[src/cfp_pkg.sv]
package cfp_pkg;
    localparam int PC_W = 21;
    localparam logic [20:0] PC_RST = 21'h000000;
    localparam logic [20:0] PC_STEP = 21'h000002;
    localparam logic [3:0] WORD2_TAG = 4'hF;
    localparam logic [7:0] ADR_PCLOW = 8'h00;
    localparam logic [7:0] ADR_HLAT = 8'h04;
    localparam logic [7:0] ADR_ULAT = 8'h08;
    localparam logic [7:0] ADR_CTRL = 8'h0C;
    localparam logic [7:0] ADR_STAT = 8'h10;
    localparam logic [7:0] HLAT_RST = 8'h00;
    localparam logic [4:0] ULAT_RST = 5'h00;
    localparam logic CTRL_RUN_RST = 1'h1;
    localparam logic [7:0] SHADOW_RST = 8'h00;
    localparam logic [15:0] INSTR_RST = 16'h0000;

    typedef enum logic [3:0] {
        PH_Q1 = 4'b0001,
        PH_Q2 = 4'b0010,
        PH_Q3 = 4'b0100,
        PH_Q4 = 4'b1000
    } cfp_phase_t;

    typedef enum logic [1:0] {
        BR_NONE = 2'h0,
        BR_ABS = 2'h1,
        BR_REL = 2'h2
    } cfp_br_t;

    function automatic logic cfp_hit(input logic [7:0] adr, input logic [7:0] off);
        return adr[7:2] == off[7:2];
    endfunction : cfp_hit
endpackage : cfp_pkg

[src/cfp_shadow_if.sv]
`timescale 1ns/1ps
interface cfp_shadow_if;
    logic save;
    logic restore;
    logic [7:0] inStatus;
    logic [7:0] inWreg;
    logic [7:0] inBsr;
    logic [7:0] outStatus;
    logic [7:0] outWreg;
    logic [7:0] outBsr;
    logic restored;

    modport core (
        output save, restore, inStatus, inWreg, inBsr,
        input outStatus, outWreg, outBsr, restored
    );
    modport store (
        input save, restore, inStatus, inWreg, inBsr,
        output outStatus, outWreg, outBsr, restored
    );
endinterface : cfp_shadow_if

[src/cfp_shadow_store.sv]
`timescale 1ns/1ps
module cfp_shadow_store (
    input wire logic clk_sys,
    input wire logic arst_n,
    cfp_shadow_if.store sh
);
    logic [7:0] shStatus_ff;
    logic [7:0] shWreg_ff;
    logic [7:0] shBsr_ff;
    logic [7:0] outStatus_ff;
    logic [7:0] outWreg_ff;
    logic [7:0] outBsr_ff;
    logic restored_ff;

    // one entry only: a later save simply overwrites the earlier one
    always_ff @(posedge clk_sys or negedge arst_n) begin
        if (!arst_n) begin
            shStatus_ff <= cfp_pkg::SHADOW_RST;
            shWreg_ff <= cfp_pkg::SHADOW_RST;
            shBsr_ff <= cfp_pkg::SHADOW_RST;
        end else if (sh.save) begin
            shStatus_ff <= sh.inStatus;
            shWreg_ff <= sh.inWreg;
            shBsr_ff <= sh.inBsr;
        end
    end

    // restore reads the old entry even when a save lands on the same edge
    always_ff @(posedge clk_sys or negedge arst_n) begin
        if (!arst_n) begin
            outStatus_ff <= cfp_pkg::SHADOW_RST;
            outWreg_ff <= cfp_pkg::SHADOW_RST;
            outBsr_ff <= cfp_pkg::SHADOW_RST;
            restored_ff <= 1'h0;
        end else begin
            restored_ff <= sh.restore;
            if (sh.restore) begin
                outStatus_ff <= shStatus_ff;
                outWreg_ff <= shWreg_ff;
                outBsr_ff <= shBsr_ff;
            end
        end
    end

    assign sh.outStatus = outStatus_ff;
    assign sh.outWreg = outWreg_ff;
    assign sh.outBsr = outBsr_ff;
    assign sh.restored = restored_ff;
endmodule : cfp_shadow_store

[src/cfp_fetch_core.sv]
`timescale 1ns/1ps
// Operation
// - a one-entry shadow saves status, working and bank select on interrupt entry
// - a fast return copies the shadowed values back to the working registers
// - software can neither read nor write the shadow store
// - every interrupt entry saves, so a nested entry overwrites the old copy
// - a fast call also saves status, working and bank select into the shadow
// - the program counter is 21 bits, byte addressed, bit 0 always zero
// - sequential fetch advances the program counter by two
// - only the low counter byte is accessible; upper bytes go through latches
// - writing the low byte loads the upper bytes from their latches
// - reading the low byte copies the upper bytes into their latches
// - calls, jumps and branches load the counter directly, bypassing the latches
// - the clock is divided into four ordered phases per instruction cycle
// - counter increments in Q1; fetched word is latched in Q4
// - execution spans Q1 to Q4: operand read in Q2, result written in Q4
// - fetch overlaps execution; a counter change flushes the fetched word
// - instructions are two or four bytes, each word starting at an even address
// - absolute call and jump targets are word addresses placed in bits 20:1
// - relative branch offsets count instruction words, not bytes
// - second words carry ones in the top four bits and 12 data bits
// - a second word executed without its first word acts as no operation
module cfp_fetch_core (
    input wire logic clk_sys,
    input wire logic arst_n,
    input wire logic wb_cyc,
    input wire logic wb_stb,
    input wire logic wb_we,
    input wire logic [7:0] wb_adr,
    input wire logic [3:0] wb_sel,
    input wire logic [31:0] wb_dat_w,
    output logic [31:0] wb_dat_r,
    output logic wb_ack,
    output logic [20:0] pmAddr,
    input wire logic [15:0] pmData,
    output logic [3:0] phase,
    output logic [15:0] instrRegister,
    output logic execValid,
    output logic [11:0] operandData,
    output logic operandValid,
    output logic dmRdStrobe,
    output logic dmWrStrobe,
    input wire cfp_pkg::cfp_br_t exBranchKind,
    input wire logic [19:0] exTargetWord,
    input wire logic [10:0] exRelWords,
    input wire logic exTwoWord,
    input wire logic exSkip,
    input wire logic exCallFast,
    input wire logic exRetFast,
    input wire logic intEntry,
    input wire logic [19:0] intVectorWord,
    input wire logic [7:0] curStatus,
    input wire logic [7:0] curWorkingAccumulator,
    input wire logic [7:0] curBankSelectReg,
    output logic fastRestore,
    output logic [7:0] restoreStatus,
    output logic [7:0] restoreWorkingAccumulator,
    output logic [7:0] restoreBankSelectReg
);
    cfp_pkg::cfp_phase_t phase_ff;
    logic [20:0] pc_ff;
    logic [20:0] nxt_pc;
    logic [7:0] pcHighLatch_ff;
    logic [4:0] pcUpperLatch_ff;
    logic ctrlRun_ff;
    logic [31:0] wbDatR_ff;
    logic wbAck_ff;
    logic [20:0] pmAddr_ff;
    logic fetchValid_ff;
    logic killFetch_ff;
    logic [15:0] instrRegister_ff;
    logic execValid_ff;
    logic operandCyc_ff;
    logic [11:0] operandData_ff;
    logic dmRd_ff;
    logic dmWr_ff;

    logic busAcc;
    logic busPcWr;
    logic busPcRd;
    logic isQ1;
    logic isQ4;
    logic execLive;
    logic takeBranch;
    logic intTake;
    logic flush;
    logic firstOfPair;
    logic orphanWord;
    logic [20:0] relTarget;

    cfp_shadow_if shIf ();

    cfp_shadow_store u_shadow (
        .clk_sys(clk_sys),
        .arst_n(arst_n),
        .sh(shIf.store)
    );

    assign isQ1 = phase_ff == cfp_pkg::PH_Q1;
    assign isQ4 = phase_ff == cfp_pkg::PH_Q4;

    // a request is served once; ack drops the cycle after it was given
    assign busAcc = wb_cyc && wb_stb && !wbAck_ff;
    assign busPcWr = busAcc && wb_we && wb_sel[0] && cfp_pkg::cfp_hit(wb_adr, cfp_pkg::ADR_PCLOW);
    assign busPcRd = busAcc && !wb_we && cfp_pkg::cfp_hit(wb_adr, cfp_pkg::ADR_PCLOW);

    // the second-word operand cycle may still carry the branch of its pair
    assign execLive = execValid_ff || operandCyc_ff;
    assign takeBranch = isQ4 && execLive && exBranchKind != cfp_pkg::BR_NONE;
    assign intTake = isQ4 && intEntry;
    assign firstOfPair = execValid_ff && exTwoWord;
    assign orphanWord = pmData[15:12] == cfp_pkg::WORD2_TAG && !firstOfPair;
    // pc already points two bytes past the next instruction at Q4 of execute
    assign relTarget = pc_ff - cfp_pkg::PC_STEP
        + {{9{exRelWords[10]}}, exRelWords, 1'h0};
    // a bus write on the latching edge itself must also drop the word
    assign flush = takeBranch || intTake || killFetch_ff || busPcWr
        || (execValid_ff && exSkip);

    // shadow traffic is driven only by entry, fast call and fast return
    assign shIf.save = intTake || (isQ4 && execValid_ff && exCallFast);
    assign shIf.restore = isQ4 && execLive && exRetFast;
    assign shIf.inStatus = curStatus;
    assign shIf.inWreg = curWorkingAccumulator;
    assign shIf.inBsr = curBankSelectReg;

    always_ff @(posedge clk_sys or negedge arst_n) begin
        if (!arst_n) begin
            phase_ff <= cfp_pkg::PH_Q1;
        end else begin
            unique case (phase_ff)
                cfp_pkg::PH_Q1: phase_ff <= cfp_pkg::PH_Q2;
                cfp_pkg::PH_Q2: phase_ff <= cfp_pkg::PH_Q3;
                cfp_pkg::PH_Q3: phase_ff <= cfp_pkg::PH_Q4;
                cfp_pkg::PH_Q4: phase_ff <= cfp_pkg::PH_Q1;
                default: phase_ff <= cfp_pkg::PH_Q1;
            endcase
        end
    end

    // bus write of the low byte has priority: software expects its jump to stick
    always_comb begin
        nxt_pc = pc_ff;
        if (busPcWr) begin
            nxt_pc = {pcUpperLatch_ff, pcHighLatch_ff, wb_dat_w[7:1], 1'h0};
        end else if (intTake) begin
            nxt_pc = {intVectorWord, 1'h0};
        end else if (takeBranch && exBranchKind == cfp_pkg::BR_ABS) begin
            nxt_pc = {exTargetWord, 1'h0};
        end else if (takeBranch && exBranchKind == cfp_pkg::BR_REL) begin
            nxt_pc = {relTarget[20:1], 1'h0};
        end else if (isQ1 && ctrlRun_ff) begin
            nxt_pc = pc_ff + cfp_pkg::PC_STEP;
        end
    end

    always_ff @(posedge clk_sys or negedge arst_n) begin
        if (!arst_n) begin
            pc_ff <= cfp_pkg::PC_RST;
        end else begin
            pc_ff <= nxt_pc;
        end
    end

    // latches are only written by the bus or by a low-byte read
    always_ff @(posedge clk_sys or negedge arst_n) begin
        if (!arst_n) begin
            pcHighLatch_ff <= cfp_pkg::HLAT_RST;
            pcUpperLatch_ff <= cfp_pkg::ULAT_RST;
        end else if (busPcRd) begin
            pcHighLatch_ff <= pc_ff[15:8];
            pcUpperLatch_ff <= pc_ff[20:16];
        end else if (busAcc && wb_we && wb_sel[0]) begin
            if (cfp_pkg::cfp_hit(wb_adr, cfp_pkg::ADR_HLAT)) begin
                pcHighLatch_ff <= wb_dat_w[7:0];
            end
            if (cfp_pkg::cfp_hit(wb_adr, cfp_pkg::ADR_ULAT)) begin
                pcUpperLatch_ff <= wb_dat_w[4:0];
            end
        end
    end

    always_ff @(posedge clk_sys or negedge arst_n) begin
        if (!arst_n) begin
            ctrlRun_ff <= cfp_pkg::CTRL_RUN_RST;
        end else if (busAcc && wb_we && wb_sel[0]
            && cfp_pkg::cfp_hit(wb_adr, cfp_pkg::ADR_CTRL)) begin
            ctrlRun_ff <= wb_dat_w[0];
        end
    end

    // upper counter bytes are read only through their latches; the shadow store has no read path at all
    always_ff @(posedge clk_sys or negedge arst_n) begin
        if (!arst_n) begin
            wbAck_ff <= 1'h0;
            wbDatR_ff <= 32'h00000000;
        end else begin
            wbAck_ff <= busAcc;
            if (busAcc && !wb_we) begin
                if (cfp_pkg::cfp_hit(wb_adr, cfp_pkg::ADR_PCLOW)) begin
                    wbDatR_ff <= {24'h000000, pc_ff[7:0]};
                end else if (cfp_pkg::cfp_hit(wb_adr, cfp_pkg::ADR_HLAT)) begin
                    wbDatR_ff <= {24'h000000, pcHighLatch_ff};
                end else if (cfp_pkg::cfp_hit(wb_adr, cfp_pkg::ADR_ULAT)) begin
                    wbDatR_ff <= {27'h0, pcUpperLatch_ff};
                end else if (cfp_pkg::cfp_hit(wb_adr, cfp_pkg::ADR_CTRL)) begin
                    wbDatR_ff <= {31'h0, ctrlRun_ff};
                end else if (cfp_pkg::cfp_hit(wb_adr, cfp_pkg::ADR_STAT)) begin
                    wbDatR_ff <= {25'h0, operandCyc_ff, execValid_ff,
                        fetchValid_ff, phase_ff};
                end else begin
                    wbDatR_ff <= 32'h00000000;
                end
            end
        end
    end

    // a low-byte write outside Q4 leaves a stale word in flight; kill it at Q4
    always_ff @(posedge clk_sys or negedge arst_n) begin
        if (!arst_n) begin
            killFetch_ff <= 1'h0;
        end else if (busPcWr && !isQ4) begin
            killFetch_ff <= 1'h1;
        end else if (isQ4) begin
            killFetch_ff <= 1'h0;
        end
    end

    always_ff @(posedge clk_sys or negedge arst_n) begin
        if (!arst_n) begin
            pmAddr_ff <= cfp_pkg::PC_RST;
            fetchValid_ff <= 1'h0;
        end else if (isQ1) begin
            pmAddr_ff <= pc_ff;
            fetchValid_ff <= ctrlRun_ff;
        end
    end

    // the word latched at Q4 executes during the whole next cycle
    always_ff @(posedge clk_sys or negedge arst_n) begin
        if (!arst_n) begin
            instrRegister_ff <= cfp_pkg::INSTR_RST;
            execValid_ff <= 1'h0;
            operandCyc_ff <= 1'h0;
            operandData_ff <= 12'h000;
        end else if (isQ4) begin
            instrRegister_ff <= pmData;
            execValid_ff <= fetchValid_ff && !flush && !firstOfPair
                && !orphanWord;
            operandCyc_ff <= fetchValid_ff && !flush && firstOfPair;
            if (firstOfPair) begin
                operandData_ff <= pmData[11:0];
            end
        end
    end

    // strobes are set one edge early so they sit squarely in Q2 and Q4
    always_ff @(posedge clk_sys or negedge arst_n) begin
        if (!arst_n) begin
            dmRd_ff <= 1'h0;
            dmWr_ff <= 1'h0;
        end else begin
            dmRd_ff <= isQ1 && execValid_ff;
            dmWr_ff <= phase_ff == cfp_pkg::PH_Q3 && execValid_ff;
        end
    end

    assign wb_dat_r = wbDatR_ff;
    assign wb_ack = wbAck_ff;
    assign pmAddr = pmAddr_ff;
    assign phase = phase_ff;
    assign instrRegister = instrRegister_ff;
    assign execValid = execValid_ff;
    assign operandData = operandData_ff;
    assign operandValid = operandCyc_ff;
    assign dmRdStrobe = dmRd_ff;
    assign dmWrStrobe = dmWr_ff;
    assign fastRestore = shIf.restored;
    assign restoreStatus = shIf.outStatus;
    assign restoreWorkingAccumulator = shIf.outWreg;
    assign restoreBankSelectReg = shIf.outBsr;
endmodule : cfp_fetch_core

[config.mk]
export PLATFORM = sky130hd
export DESIGN_NAME = cfp_fetch_core
export DESIGN_NICKNAME = d
export VERILOG_FILES = /design/src/cfp_pkg.sv /design/src/cfp_shadow_if.sv /design/src/cfp_shadow_store.sv /design/src/cfp_fetch_core.sv
export SDC_FILE = /design/constraint.sdc
export NUM_CORES = 1
export LEC_CHECK = 0
export BUFFER_PORTS_ARGS = -buffer_cell sky130_fd_sc_hd__clkbuf_2
export CORE_MARGIN = 2
export CORE_UTILIZATION = 50
export DETAILED_ROUTE_END_ITERATION = 10
export PLACE_DENSITY = 0.78
export SLEW_MARGIN = 20
export SYNTH_ARGS = -nofsm -noshare
export SYNTH_HDL_FRONTEND = slang
export SYNTH_HIERARCHICAL = 1
export SYNTH_SLANG_ARGS = --single-unit
[constraint.sdc]
create_clock -name clk_sys -period 5.63 [get_ports clk_sys]
set_clock_uncertainty 0.15 [all_clocks]
set_input_delay 0.563 -clock clk_sys [delete_from_list [all_inputs] [get_ports clk_sys]]
set_output_delay 0.563 -clock clk_sys [all_outputs]
set_load 0.02 [all_outputs]
==> run_results.csv <==
group,metric,value,unit
route,wl_per_cell,19.0,um
yosys,synth_edf_count,0,
final_layout,syn_to_final_growth,18.9,%
hold_path,hold_class,"in -> async",
floorplan,die_area,18800,um2
floorplan,ios,262,
global_routing,antenna_found_initial,0,
yosys,synth_cell_types,75,
yosys,synth-xor-area-share,2.87,%
clock_network,htreeDepth,4,
sta,finalSetupTns,0,ns
critical_path,cpMostUsedCell,"inv_1",
critical_path,path_cells,"inv_1 > ha_1 > inv_1 > ha_1 > inv_1 > fa_1 > nor2b_1 > o31a_1 > o311ai_1 > nand2_1 > a21oi_1 > a211oi_1 > or4b_1",
yosys,yosysWarnings,6,
yosys,synth_area_leaders,"dfrtp_1, mux2_4, ha_1",
sta,worst_pin_slew,0.996,ns
critical_path,max_stage_delay,0.52,ns
route,vias,7559,
yosys,postSynthAreaPerCell,9.92,um2
yosys,syn_area,8840,um2
yosys,synth_compound_area_share,13.3,%
yosys,synthAdderAreaFrac,5.61,%
placement,gp_congestion,0.974,
sta,drv_slew,0,
clock_network,cts_hold_buffers,0,
final_layout,final_layout_size_suffix_gt1_share,31.7,%
placement,dp_hpwl,18700,um
yosys,synth_simple_gate_area_share,14.7,%
critical_path,worstSetupStartpointType,"flop",
clock_network,postCtsSetupRepairBufs,0,
critical_path,crit_type,"reg -> reg",
route,routed_wl,25200,um
pwr,power_density,301,nW/um2
yosys,yosysSeqAreaShare,42.5,%
floorplan,coreArea,17300,um2
sta,holdWs,0.0416,ns
global_routing,grt_pass1_vias,7166,
critical_path,required,5.77,ns
global_routing,grt.total_usage,27.0,%
route,dr.pass1.iters,6,
clock_network,path_clk_slew,0.06,ns
yosys,synthFlopType,"dfrtp_1",
placement,port_buffers,207,
yosys,async_reset_ff_share,100,%
yosys,synth_top_family_by_area,"simple AND/OR/NAND/NOR gates",
critical_path,arrival,3.79,ns
route,drt_first_iter_violations,658,
sta,max_freq,274,MHz
global_routing,overflow,0,
floorplan,die_h,137,um
critical_path,end_kind,"flop",
sta,finalHoldViolCount,0,
global_routing,grt_max_degree,85,
pwr,p_leak,5.21,nW
final_layout,layoutNonFillerInstCount,1324,
yosys,synthTopCellsByCount,"dfrtp_1, nand2_1, inv_1",
clock_network,clkLatencyLatePin,0.42,ns
yosys,syn_inst,891,
outcome,status,"complete, no violations",
sta,rsz0062_at_grt,"no",
final_layout,diodes,0,
floorplan,rows,48,
sta,period_needed,3.65,ns
clock_network,ctsRootBufferMaster,"clkbuf_16",
critical_path,path_delay_family,"compound AO/OA/AOI/OAI gates",
yosys,muxShareOfSynthArea,13.0,%
yosys,yosysTopAreaCell,"dfrtp_1",
clock_network,cts_tree,"yes",
yosys,synth_seq_cells,150,
floorplan,start_util,51.1,%
clock_network,clock_path_buffers,2,
placement,dp_cells,1292,
clock_network,cts_resized,0,
critical_path,cp_slowest_cell,"dfrtp_1",
final_layout,num-nets-final,1272,
clock_network,numCtsBuffers,17,
yosys,synth_most_common_cell,"dfrtp_1",
global_routing,grt_pass1_wl,38500,um
yosys,synth_top_cell_area_share,41.9,%
route,post-route-drc-count,0,
pwr,ir_worst_vdd,0.000224,V
sta,finalCritPeriodShare,64.8,%
run,cap_violations,0,
sta,slew_headroom,33.0,%
sta,setup_viol,0,
route,detail-route-antenna-nets,0,
final_layout,fin_util,60.7,%
critical_path,critPathMaxFanout,7,
floorplan,die_x,137,um
clock_network,cts_sinks,150,
route,routed_via_density,5.71,
critical_path,path_buf_inv,3,
final_layout,n_fill_cell,1468,
[final cells by class]
cell class,instances,area (um2),share of cell area [%]
Multi-Input combinational cell,629,4480,42.6
Sequential cell,150,3760,35.8
Timing Repair Buffer,215,1100,10.5
Clock buffer,19,443,4.22
Tap cell,225,282,2.68
Inverter,73,274,2.61
Clock inverter,13,173,1.64
[where the power goes]
part           total [W]  leakage (nW)  internal [W]  switching (W)
clock            0.00119         0.287      0.000715       0.000476
sequential       0.00127          1.85       0.00117      0.0000970
combinational   0.000709          3.08      0.000303       0.000407
total            0.00317          5.21       0.00219       0.000980
[state kept, by name, summed over array words and instances (netlist names), 4 cells and up]
signal                 cells
u_shadow/sh.outWreg        8
u_shadow/shWreg_ff         8
u_shadow/shBsr_ff          8
u_shadow/sh.outStatus      8
wb_dat_r                   8
pc_ff                     20
pcHighLatch_ff             8
pcUpperLatch_ff            5
operandData               12
u_shadow/sh.outBsr         8
phase                      4
pmAddr                    20
u_shadow/shStatus_ff       8
instrRegister             16
[metrics by stage]
step | total power [W] | cell area [um2] | worst slack [ns]
after floorplan | 0.00175 | 8930 | 2.52
after global placement | 0.00197 | 9890 | 2.07
after detailed placement | 0.00199 | 9890 | 2.01
after CTS | 0.00318 | 10500 | 2.05
after global routing | 0.00331 | 10500 | 1.81
final | 0.00317 | 10500 | 1.98
[worst register-to-register path: cells and delay by family, from the launching register on]
| kind | cells | cell delay [ns] |
|---|---|---|
| AOI/OAI and AO/OA | 4 | 1.14 |
| adders and majority gates | 3 | 0.70 |
| buffers and inverters | 3 | 0.22 |
| DFF | 1 | 0.52 |
| and+or+nand+nor | 3 | 0.76 |
[per-layer routing]
layer | up-vias | part of all wire, % | routed length [um] | global-route usage, %
met1 | 3590 | 41 | 10400 | 36.7
met3 | 70 | 8.7 | 2200 | 5.96
met5 | - | 0 | 0 | 0
met4 | 0 | 4.0 | 997 | 12.5
met2 | 409 | 46 | 11700 | 41.0
li1 | 3490 | - | - | -
[final timing paths]
path                                  startpoint                     to  slack, ns  cells past startpoint
worst min register to register  instrRegister[6]       instrRegister[6]       0.33                      2
max in group asynchronous                 arst_n            wb_dat_r[3]       3.92                      2
worst max-delay path                    pc_ff[2]              pc_ff[18]       1.98                     13
worst max register to register          pc_ff[2]              pc_ff[18]       1.98                     13
worst min-delay path                      arst_n  u_shadow/sh.outBsr[1]       0.04                      1
min in group clk_sys                  pmData[11]      instrRegister[11]       0.19                      3
[layout by cell type (no fill, tap or decap), types with 18 or more instances in the layout]
| cell type | Yosys | routed |
|---|---|---|
| mux2_4 | 40 | 40 |
| nand3_1 | 18 | 18 |
| clkbuf_2 | 0 | 206 |
| xnor2_1 | 23 | 23 |
| o21ai_0 | 35 | 35 |
| nand2_1 | 97 | 97 |
| a31oi_1 | 18 | 18 |
| ha_1 | 38 | 38 |
| conb_1 | 1 | 25 |
| a21oi_1 | 37 | 37 |
| nor2_1 | 65 | 63 |
| inv_1 | 72 | 72 |
| mux2_2 | 41 | 41 |
| dfrtp_1 | 148 | 148 |
[logic make-up (layout without fill, tap and decap cells)]
logic type | Yosys count | in the layout
AOI/OAI and AO/OA | 180 | 180
DFF | 150 | 150
xor gates and xnor gates | 29 | 29
muxes | 90 | 90
other | 1 | 25
adders and majority gates | 39 | 39
and+or+nand+nor | 266 | 266
buffers and inverters | 136 | 320
(Power assumes the default switching activity.)
